**src/rtl/usb_irq_pkg.sv**
```systemverilog
// Constants shared by the port interrupt enable block and its helpers.
// Assumes a 32-bit APB register bus and 16-bit wide enable registers.
package usb_irq_pkg;

    // ****
    // Register indices and byte addresses
    // ****

    // Printed register indices; the byte address is four times the index.
    localparam logic [11:0] PORT0_IRQ_ENABLE_IDX = 12'h032;
    localparam logic [11:0] PORT1_IRQ_ENABLE_IDX = 12'h034;
    localparam logic [11:0] PORT0_IRQ_STATUS_IDX = 12'h042;
    localparam logic [11:0] PORT1_IRQ_STATUS_IDX = 12'h044;
    localparam logic [11:0] PORT0_IRQ_ENABLE_ADDR = 12'h0C8;
    localparam logic [11:0] PORT1_IRQ_ENABLE_ADDR = 12'h0D0;
    localparam logic [11:0] PORT0_IRQ_STATUS_ADDR = 12'h108;
    localparam logic [11:0] PORT1_IRQ_STATUS_ADDR = 12'h110;

    // ****
    // Field positions, shared by enable and status registers
    // ****

    localparam int OVERCURRENT_BIT = 15;
    localparam int BUS_CHANGE_BIT  = 14;
    localparam int DETACH_BIT      = 12;
    localparam int ATTACH_BIT      = 11;
    localparam int FRAME_END_BIT   = 6;
    localparam int SETUP_ERROR_BIT = 5;
    localparam int SETUP_DONE_BIT  = 4;

    // Implemented bits of each register; all others read as zero.
    localparam logic [15:0] PORT0_IMPL_MASK = 16'hD870;
    localparam logic [15:0] PORT1_IMPL_MASK = 16'hD840;
    // Bits an OTG A-device may write outside host role.
    localparam logic [15:0] OTG_A_WRITE_MASK = 16'h8000;

    // ****
    // Reset values
    // ****

    localparam logic [15:0] ENABLE_RESET = 16'h0000;
    localparam logic [15:0] STATUS_RESET = 16'h0000;
    localparam logic        IRQ_N_RESET  = 1'b1;

endpackage

```
**src/rtl/usb_port_irq_enable.sv**
```systemverilog
// Port interrupt enable registers of a dual-role USB controller.
// Assumes event pulses and role levels come from logic on this clock,
// and an APB master on the register side.
//
// Function
// [RULE1] Port0 bit15 gates overcurrent onto interrupt.
// [RULE2] Port0 bit14 gates bus change onto interrupt.
// [RULE3] Port0 bit12 gates detach, only in host.
// [RULE4] Port0 bit11 gates attach onto interrupt.
// [RULE5] Port0 bit6 gates frame end error.
// [RULE6] Port0 bit5 gates setup transaction error.
// [RULE7] Port0 bit4 gates setup transaction complete.
// [RULE8] Port1 bit15 gates overcurrent onto interrupt.
// [RULE9] Port1 bit14 gates bus change onto interrupt.
// [RULE10] Port1 bit12 gates detach, only in host.
// [RULE11] Port1 bit11 gates attach onto interrupt.
// [RULE12] Port1 bit6 gates frame end error.
// [RULE13] Software writes zero to unassigned bits.
// [RULE14] Port0 enables except overcurrent: host-only writes.
// [RULE15] Port0 overcurrent enable writable in host or A-device.
// [RULE16] Port1 enables writable only in host role.
// [RULE17] Enables software read/write, hardware never modifies.
// [RULE18] Enabled pending cause asserts interrupt output.
// [RULE19] Status flags set regardless of enable.
// [RULE20] Enabling an already set flag asserts immediately.
// [RULE21] All enables read zero after reset.
//
// Added by the designer: the APB interface to the registers.
`timescale 1ns/1ps
module usb_port_irq_enable #(
    parameter int ADDR_WIDTH = 12
) (
    input  wire logic                  clock,
    input  wire logic                  rst,
    input  wire logic                  psel,
    input  wire logic                  penable,
    input  wire logic                  pwrite,
    input  wire logic [ADDR_WIDTH-1:0] paddr,
    input  wire logic [31:0]           pwdata,
    input  wire logic [3:0]            pstrb,
    output logic      [31:0]           prdata,
    output logic                       pready,
    output logic                       pslverr,
    input  wire logic                  hostRole,
    input  wire logic                  otgADevice,
    input  wire logic [1:0]            overcurrentEvent,
    input  wire logic [1:0]            busChangeEvent,
    input  wire logic [1:0]            detachEvent,
    input  wire logic [1:0]            attachEvent,
    input  wire logic [1:0]            frameEndErrorEvent,
    input  wire logic                  setupErrorEvent,
    input  wire logic                  setupDoneEvent,
    output logic                       irqN
);
    import usb_irq_pkg::*;

    // ****
    // State
    // ****

    // All registered state of the top level, kept in one place.
    typedef struct packed
    {
        logic [15:0] port0IrqEnable; // Port 0 enable register.
        logic [15:0] port1IrqEnable; // Port 1 enable register.
        logic [31:0] readData;       // Registered read data.
        logic        ready;          // Registered APB ready.
        logic        slaveError;     // Registered APB error.
    } state_t;

    state_t state;      // Registered state.
    state_t next_state; // Next state.

    // ****
    // Address decode
    // ****

    logic        hitEnable0; // Access hits the port 0 enable register.
    logic        hitEnable1; // Access hits the port 1 enable register.
    logic        hitStatus0; // Access hits the port 0 status register.
    logic        hitStatus1; // Access hits the port 1 status register.
    logic        mapped;     // Access hits any register.
    logic        accessWait; // Access phase before ready is raised.
    logic        accessDone; // Access phase at the completing edge.
    logic        writeDone;  // Write takes effect at this edge.
    logic [15:0] laneMask;   // Byte lanes enabled by the strobes.
    logic [15:0] writeData;  // Low half of the write data.

    // Decode the full address so aliases do not silently hit registers.
    always_comb
    begin
        hitEnable0 = (paddr == ADDR_WIDTH'(PORT0_IRQ_ENABLE_ADDR));
        hitEnable1 = (paddr == ADDR_WIDTH'(PORT1_IRQ_ENABLE_ADDR));
        hitStatus0 = (paddr == ADDR_WIDTH'(PORT0_IRQ_STATUS_ADDR));
        hitStatus1 = (paddr == ADDR_WIDTH'(PORT1_IRQ_STATUS_ADDR));
        mapped     = hitEnable0 | hitEnable1 | hitStatus0 | hitStatus1;
    end

    // Phase tracking: one wait cycle, then ready for a single cycle.
    always_comb
    begin
        accessWait = psel & penable & ~state.ready;
        accessDone = psel & penable & state.ready;
        writeDone  = accessDone & pwrite & ~state.slaveError;
        laneMask   = {{8{pstrb[1]}}, {8{pstrb[0]}}};
        writeData  = pwdata[15:0];
    end

    // ****
    // Role-dependent write permission
    // ****

    logic [15:0] writable0; // Port 0 bits software may change now.
    logic [15:0] writable1; // Port 1 bits software may change now.

    // Writes outside the permitted role are dropped silently, so a
    // driver that keeps to the role rules never sees a difference.
    always_comb
    begin
        if (hostRole)
        begin
            writable0 = PORT0_IMPL_MASK; // see [RULE14]
        end
        else if (otgADevice)
        begin
            writable0 = OTG_A_WRITE_MASK; // see [RULE15]
        end
        else
        begin
            writable0 = 16'h0000; // see [RULE14]
        end
        // Unassigned bits are never stored, whatever software writes.
        writable0 = writable0 & PORT0_IMPL_MASK & laneMask; // see [RULE13]
        if (hostRole)
        begin
            writable1 = PORT1_IMPL_MASK & laneMask; // see [RULE16]
        end
        else
        begin
            writable1 = 16'h0000; // see [RULE16]
        end
    end

    // ****
    // Status flags
    // ****

    logic [15:0] set0;     // Port 0 event pulses in field layout.
    logic [15:0] set1;     // Port 1 event pulses in field layout.
    logic [15:0] clear0;   // Port 0 write-one-to-clear vector.
    logic [15:0] clear1;   // Port 1 write-one-to-clear vector.
    logic [15:0] status0;  // Port 0 sticky flags.
    logic [15:0] status1;  // Port 1 sticky flags.

    // Events are latched whatever the enables say, so software can
    // poll a cause it chose not to be interrupted by.
    always_comb
    begin
        set0 = 16'h0000;
        set1 = 16'h0000;
        set0[OVERCURRENT_BIT] = overcurrentEvent[0]; // see [RULE19]
        set0[BUS_CHANGE_BIT]  = busChangeEvent[0];
        set0[DETACH_BIT]      = detachEvent[0];
        set0[ATTACH_BIT]      = attachEvent[0];
        set0[FRAME_END_BIT]   = frameEndErrorEvent[0];
        set0[SETUP_ERROR_BIT] = setupErrorEvent;
        set0[SETUP_DONE_BIT]  = setupDoneEvent;
        set1[OVERCURRENT_BIT] = overcurrentEvent[1]; // see [RULE19]
        set1[BUS_CHANGE_BIT]  = busChangeEvent[1];
        set1[DETACH_BIT]      = detachEvent[1];
        set1[ATTACH_BIT]      = attachEvent[1];
        set1[FRAME_END_BIT]   = frameEndErrorEvent[1];
    end

    // A one written to a status bit clears it at the completing edge.
    always_comb
    begin
        clear0 = 16'h0000;
        clear1 = 16'h0000;
        if (writeDone && hitStatus0)
        begin
            clear0 = writeData & laneMask & PORT0_IMPL_MASK;
        end
        if (writeDone && hitStatus1)
        begin
            clear1 = writeData & laneMask & PORT1_IMPL_MASK;
        end
    end

    // Port 0 flags.
    sticky_status #(
        .WIDTH     (16)
    ) port0Flags (
        .clock     (clock),
        .rst       (rst),
        .setBits   (set0),
        .clearBits (clear0),
        .flags     (status0)
    );

    // Port 1 flags.
    sticky_status #(
        .WIDTH     (16)
    ) port1Flags (
        .clock     (clock),
        .rst       (rst),
        .setBits   (set1),
        .clearBits (clear1),
        .flags     (status1)
    );

    // ****
    // Interrupt gating
    // ****

    logic [15:0] gate0; // Port 0 enables as applied to the output.
    logic [15:0] gate1; // Port 1 enables as applied to the output.

    // Each enable passes its cause; detach counts only in host role.
    // The stored enable bit is left alone when the role changes.
    always_comb
    begin
        gate0 = 16'h0000;
        gate1 = 16'h0000;
        gate0[OVERCURRENT_BIT] = state.port0IrqEnable[OVERCURRENT_BIT]; // see [RULE1]
        gate0[BUS_CHANGE_BIT]  = state.port0IrqEnable[BUS_CHANGE_BIT]; // see [RULE2]
        gate0[DETACH_BIT]      = state.port0IrqEnable[DETACH_BIT] & hostRole; // see [RULE3]
        gate0[ATTACH_BIT]      = state.port0IrqEnable[ATTACH_BIT]; // see [RULE4]
        gate0[FRAME_END_BIT]   = state.port0IrqEnable[FRAME_END_BIT]; // see [RULE5]
        gate0[SETUP_ERROR_BIT] = state.port0IrqEnable[SETUP_ERROR_BIT]; // see [RULE6]
        gate0[SETUP_DONE_BIT]  = state.port0IrqEnable[SETUP_DONE_BIT]; // see [RULE7]
        gate1[OVERCURRENT_BIT] = state.port1IrqEnable[OVERCURRENT_BIT]; // see [RULE8]
        gate1[BUS_CHANGE_BIT]  = state.port1IrqEnable[BUS_CHANGE_BIT]; // see [RULE9]
        gate1[DETACH_BIT]      = state.port1IrqEnable[DETACH_BIT] & hostRole; // see [RULE10]
        gate1[ATTACH_BIT]      = state.port1IrqEnable[ATTACH_BIT]; // see [RULE11]
        gate1[FRAME_END_BIT]   = state.port1IrqEnable[FRAME_END_BIT]; // see [RULE12]
    end

    // The output follows flags and enables one edge later, so a newly
    // set enable on a pending flag asserts without waiting for a new event.
    irq_combine irqOut (
        .clock   (clock),
        .rst     (rst),
        .status0 (status0),
        .enable0 (gate0),
        .status1 (status1),
        .enable1 (gate1),
        .irqN    (irqN) // see [RULE18] see [RULE20]
    );

    // ****
    // Register file and bus answer
    // ****

    // Compute the next register and bus state.
    always_comb
    begin
        next_state = state;
        // Enables change only by software writes; hardware never does.
        if (writeDone && hitEnable0)
        begin
            next_state.port0IrqEnable = (state.port0IrqEnable & ~writable0)
                                      | (writeData & writable0); // see [RULE17]
        end
        if (writeDone && hitEnable1)
        begin
            next_state.port1IrqEnable = (state.port1IrqEnable & ~writable1)
                                      | (writeData & writable1); // see [RULE17]
        end
        // Ready is raised for exactly one cycle of each access phase.
        next_state.ready = accessWait;
        // Error accompanies ready for an unmapped address.
        next_state.slaveError = accessWait & ~mapped;
        // Read data is captured in the wait cycle and held until done.
        if (accessWait && !pwrite)
        begin
            if (hitEnable0)
            begin
                next_state.readData = {16'h0000, state.port0IrqEnable};
            end
            else if (hitEnable1)
            begin
                next_state.readData = {16'h0000, state.port1IrqEnable};
            end
            else if (hitStatus0)
            begin
                next_state.readData = {16'h0000, status0};
            end
            else if (hitStatus1)
            begin
                next_state.readData = {16'h0000, status1};
            end
            else
            begin
                next_state.readData = 32'h0000_0000;
            end
        end
        else if (accessDone)
        begin
            next_state.readData = 32'h0000_0000;
        end
    end

    // Register everything; reset leaves every enable cleared.
    always_ff @(posedge clock)
    begin
        if (rst)
        begin
            state.port0IrqEnable <= ENABLE_RESET; // see [RULE21]
            state.port1IrqEnable <= ENABLE_RESET; // see [RULE21]
            state.readData       <= 32'h0000_0000;
            state.ready          <= 1'b0;
            state.slaveError     <= 1'b0;
        end
        else
        begin
            state <= next_state;
        end
    end

    // Bus outputs come straight from the state register.
    assign prdata  = state.readData;
    assign pready  = state.ready;
    assign pslverr = state.slaveError;
endmodule // usb_port_irq_enable

```
**src/rtl/sticky_status.sv**
```systemverilog
// Sticky status flags: hardware events set bits, software clears them.
// Assumes set and clear vectors come from logic on the same clock.
`timescale 1ns/1ps
module sticky_status #(
    parameter int WIDTH = 16
) (
    input  wire logic                       clock,
    input  wire logic                       rst,
    input  wire logic [WIDTH-1:0]           setBits,
    input  wire logic [WIDTH-1:0]           clearBits,
    output logic      [WIDTH-1:0]           flags
);
    import usb_irq_pkg::*;

    // All state of this module.
    typedef struct packed
    {
        logic [WIDTH-1:0] flags; // Latched event flags.
    } state_t;

    state_t state;      // Registered state.
    state_t next_state; // Next state.

    // A set in the same cycle as a clear wins, so no event is lost.
    always_comb
    begin
        next_state = state;
        next_state.flags = (state.flags & ~clearBits) | setBits;
    end

    // Flags clear on reset and otherwise follow the computed next value.
    always_ff @(posedge clock)
    begin
        if (rst)
        begin
            state.flags <= WIDTH'(STATUS_RESET);
        end
        else
        begin
            state <= next_state;
        end
    end

    assign flags = state.flags;
endmodule // sticky_status

```
**src/rtl/irq_combine.sv**
```systemverilog
// Combines gated status of both ports onto one active-low interrupt line.
// Assumes enables are already qualified by role where needed.
`timescale 1ns/1ps
module irq_combine (
    input  wire logic        clock,
    input  wire logic        rst,
    input  wire logic [15:0] status0,
    input  wire logic [15:0] enable0,
    input  wire logic [15:0] status1,
    input  wire logic [15:0] enable1,
    output logic             irqN
);
    import usb_irq_pkg::*;

    // All state of this module.
    typedef struct packed
    {
        logic irqN; // Registered interrupt line, low when asserted.
    } state_t;

    state_t state;      // Registered state.
    state_t next_state; // Next state.

    // Any pending flag whose enable is set pulls the line low.
    always_comb
    begin
        next_state = state;
        next_state.irqN = ~|((status0 & enable0) | (status1 & enable1));
    end

    // The line idles high through reset so no spurious request is seen.
    always_ff @(posedge clock)
    begin
        if (rst)
        begin
            state.irqN <= IRQ_N_RESET;
        end
        else
        begin
            state <= next_state;
        end
    end

    assign irqN = state.irqN;
endmodule // irq_combine

```
**config.mk**
```make
export PLATFORM = sky130hd
export DESIGN_NAME = usb_port_irq_enable
export DESIGN_NICKNAME = d
export VERILOG_FILES = /design/src/rtl/usb_irq_pkg.sv /design/src/rtl/usb_port_irq_enable.sv /design/src/rtl/sticky_status.sv /design/src/rtl/irq_combine.sv
export SDC_FILE = /design/constraint.sdc
export NUM_CORES = 1
export LEC_CHECK = 0
export ABC_AREA = 1
export ABC_CLOCK_PERIOD_IN_PS = 4100
export BUFFER_PORTS_ARGS = -buffer_cell sky130_fd_sc_hd__buf_2
export CORE_UTILIZATION = 49
export CTS_CLUSTER_DIAMETER = 200
export DETAILED_ROUTE_END_ITERATION = 8
export PLACE_DENSITY = 0.91
export SYNTH_ARGS = -nofsm -noshare
export SYNTH_HDL_FRONTEND = slang
export SYNTH_SLANG_ARGS = --single-unit
```
**constraint.sdc**
```tcl
create_clock -name clock -period 4.1 [get_ports clock]
set_clock_uncertainty 0.15 [all_clocks]
set_input_delay 0.82 -clock clock [delete_from_list [all_inputs] [get_ports clock]]
set_output_delay 0.82 -clock clock [all_outputs]
set_load 0.1 [all_outputs]
```
==> flow_summary.yaml <==
critical_path:
  crit_path_end_kind: "flop"
  cp_common_cell: "nand2_1"
  startpoint_type: "primary input"
  arrival_ns: 2.12
  worstPathCellList: "buf_2, inv_1, nand2_1, nor2_1, nand2_1, nor2_1, nand2_1, o21ai_0, a21oi_1"
  worstSetupPathType: "primary input to flop"
  crit_fanout: 7
  required_ns: 4.11
  cp_slowest_cell: "nor2_1"
  max_stage_delay_ns: 0.36
route:
  drt_wl_total_um: 4390
  remaining_drc_errors: 0
  ant_nets: 0
  wl_per_cell_um: 11.1
  drt-pass1-iter-count: 4
  drt_iter0_markers: 91
  avgViaCountPerCell: 4.94
  vias: 1946
floorplanning:
  start_util_pct: 52.7
  coreArea_mm2: 0.00380
  rows: 22
  dieWidth_um: 65.9
  num_io_pins: 102
  die_height_um: 65.9
  dieArea_mm2: 0.00435
logic_synthesis:
  synth_seq_cells: 34
  ys_seq_area_share_pct: 34.0
  ys_warn_count: 0
  avgSynthCellArea_um2: 6.61
  synth_area_mm2: 0.00200
  synth_cells: 303
  synth_cell_type_count: 23
layout:
  syn2layout_area_growth_pct: 11.4
  finalNonFillerCells: 394
  layout_common_cells: "nand2_1 (63), buf_2 (49), nor2_1 (39)"
  final_layout_size_suffix_gt1_share_pct: 20.2
  final_common_cell: "nand2_1"
  n_antenna_cell: 0
  fillers: 402
  nNetsFinal: 412
timing:
  fmax_mhz: 474
  worstMarginPinSlew_ns: 0.524
  finalHoldViolations: 0
  hold_slack_ns: 0.312
  finalSetupViolCount: 0
  slew_headroom_pct: 64.9
  maxSlewViolCount: 0
  fin_tns_setup_ns: 0
  finalWorstSetupSlack_ns: 1.99
  rsz0062_at_grt: "no"
  post-route-period-util_pct: 51.4
  period_needed_ns: 2.11
power_and_ir_drop:
  powerDensity_mw_per_mm2: 347
  power_switching_uw: 275
  power_uw: 775
  comb_power_share_pct: 21.6
  internal_power_uw: 500
  leakagePower_uw: 0.00105
  seqPwrFrac_pct: 45.0
  ir_worst_vdd_uv: 291
  switching_share_pct: 35.5
  p_clk_share_pct: 33.5
placement:
  numPortBuffers: 49
  dp.cells: 386
  place_ws_ns: 1.69
  dp_hpwl_um: 3530
  place.gp.congestion: 0.918
cts:
  clockRootBuffer: "clkbuf_8"
  numCtsBuffers: 5
  postCtsHoldBufs: 0
  cts_tree: "done"
  cts_num_sinks: 34
  clk_pin_slew_ns: 0.07
  h-tree-depth: 2
  cts-resized-gates: 0
  clkLatencyLatePin_ns: 0.29
  clk_path_buf_depth: 2
  post-cts-setup-buffers: 0
grt:
  grt_pass1_wl_um: 7100
  antenna_found_initial: 0
  grt_pass1_vias: 1630
  grt_usage_pct: 21.3
  grt_overflow: 0
  grt_max_degree: 26
hold_path:
  min_path_type: "flop to flop"
run:
  drv_cap: 0
status:
  status: "finished, final reports clean"
cell families after synthesis:
kind of cell / count (synthesis) / synth area share, %
simple gates: 150 / 33.9
compound gates: 48 / 12.8
buf+inv: 70 / 19.1
other cells: 1 / 0.187
flops: 34 / 34.0
power groups by stage:
stage | logic, µW | registers [µW] | clock network [µW]
floorplan | 151 | 358 | 0
global placement | 164 | 355 | 0
detailed placement | 167 | 356 | 0
CTS | 167 | 348 | 262
global route | 178 | 349 | 277
finish | 167 | 348 | 259
cell type report:
cell class,count,area (µm²),share of cell area (%)
Multi-Input combinational cell,223,1030,46.2
Sequential cell,34,681,30.5
Timing Repair Buffer,49,245,11.0
Inverter,32,120,5.38
Clock buffer,6,82.6,3.70
Tap cell,48,60.1,2.69
Clock inverter,2,12.5,0.561
worst max-delay path, delay by kind of cell:
family / cells / cell delay [ns]
simple gates: 5 / 0.81
compound gates: 2 / 0.31
buf+inv: 2 / 0.17
routing by layer:
layer / up-vias / track usage [%] / share of wire [%]
met3: 3 / 4.83 / 6.9
met1: 862 / 26.5 / 44
li1: 1003 / - / -
met4: 0 / 4.79 / 0.75
met2: 78 / 37.0 / 48
met5: - / 0 / 0
synth_stat cells:
| cell type | n | share of area, % |
|---|---|---|
| nand2_1 | 63 | 12 |
| nor2_1 | 39 | 7.3 |
| dfxtp_1 | 34 | 34 |
| buf_4 | 32 | 12 |
| nand3_1 | 31 | 7.7 |
| a21oi_1 | 30 | 7.5 |
| inv_1 | 29 | 5.4 |
| o21ai_0 | 13 | 3.2 |
| clkbuf_1 | 6 | 1.1 |
| nand4_1 | 4 | 1.2 |
| inv_2 | 3 | 0.56 |
| nor2_4 | 3 | 1.7 |
| a221oi_1 | 2 | 0.87 |
| a22o_1 | 2 | 0.87 |
| nand3_2 | 2 | 1.0 |
| nand3b_1 | 2 | 0.75 |
| nor2_2 | 2 | 0.62 |
| a31oi_1 | 1 | 0.31 |
| conb_1 | 1 | 0.19 |
| nand2_2 | 1 | 0.31 |
| nor3_4 | 1 | 0.81 |
| nor4_1 | 1 | 0.31 |
| or2_2 | 1 | 0.31 |
path summary, 6_finish.rpt:
path / start / end / slack, ns / cells after the start
worst max-delay path: paddr[5] / port1Flags.flags[14] / 1.99 / 9
worst min-delay path: prdata[14] / prdata[14] / 0.31 / 2
worst max register to register: pready / flop / 2.49 / 7
worst min register to register: prdata[14] / prdata[14] / 0.31 / 2
through the flow:
stage	util (%)	area (µm²)
final	58.7	2230
after global routing	58.7	2230
after CTS	58.7	2230
after detailed placement	56.2	2140
after global placement	56.2	2140
after floorplan	-	2090
Note: power is estimated with default switching activity, not from simulation.
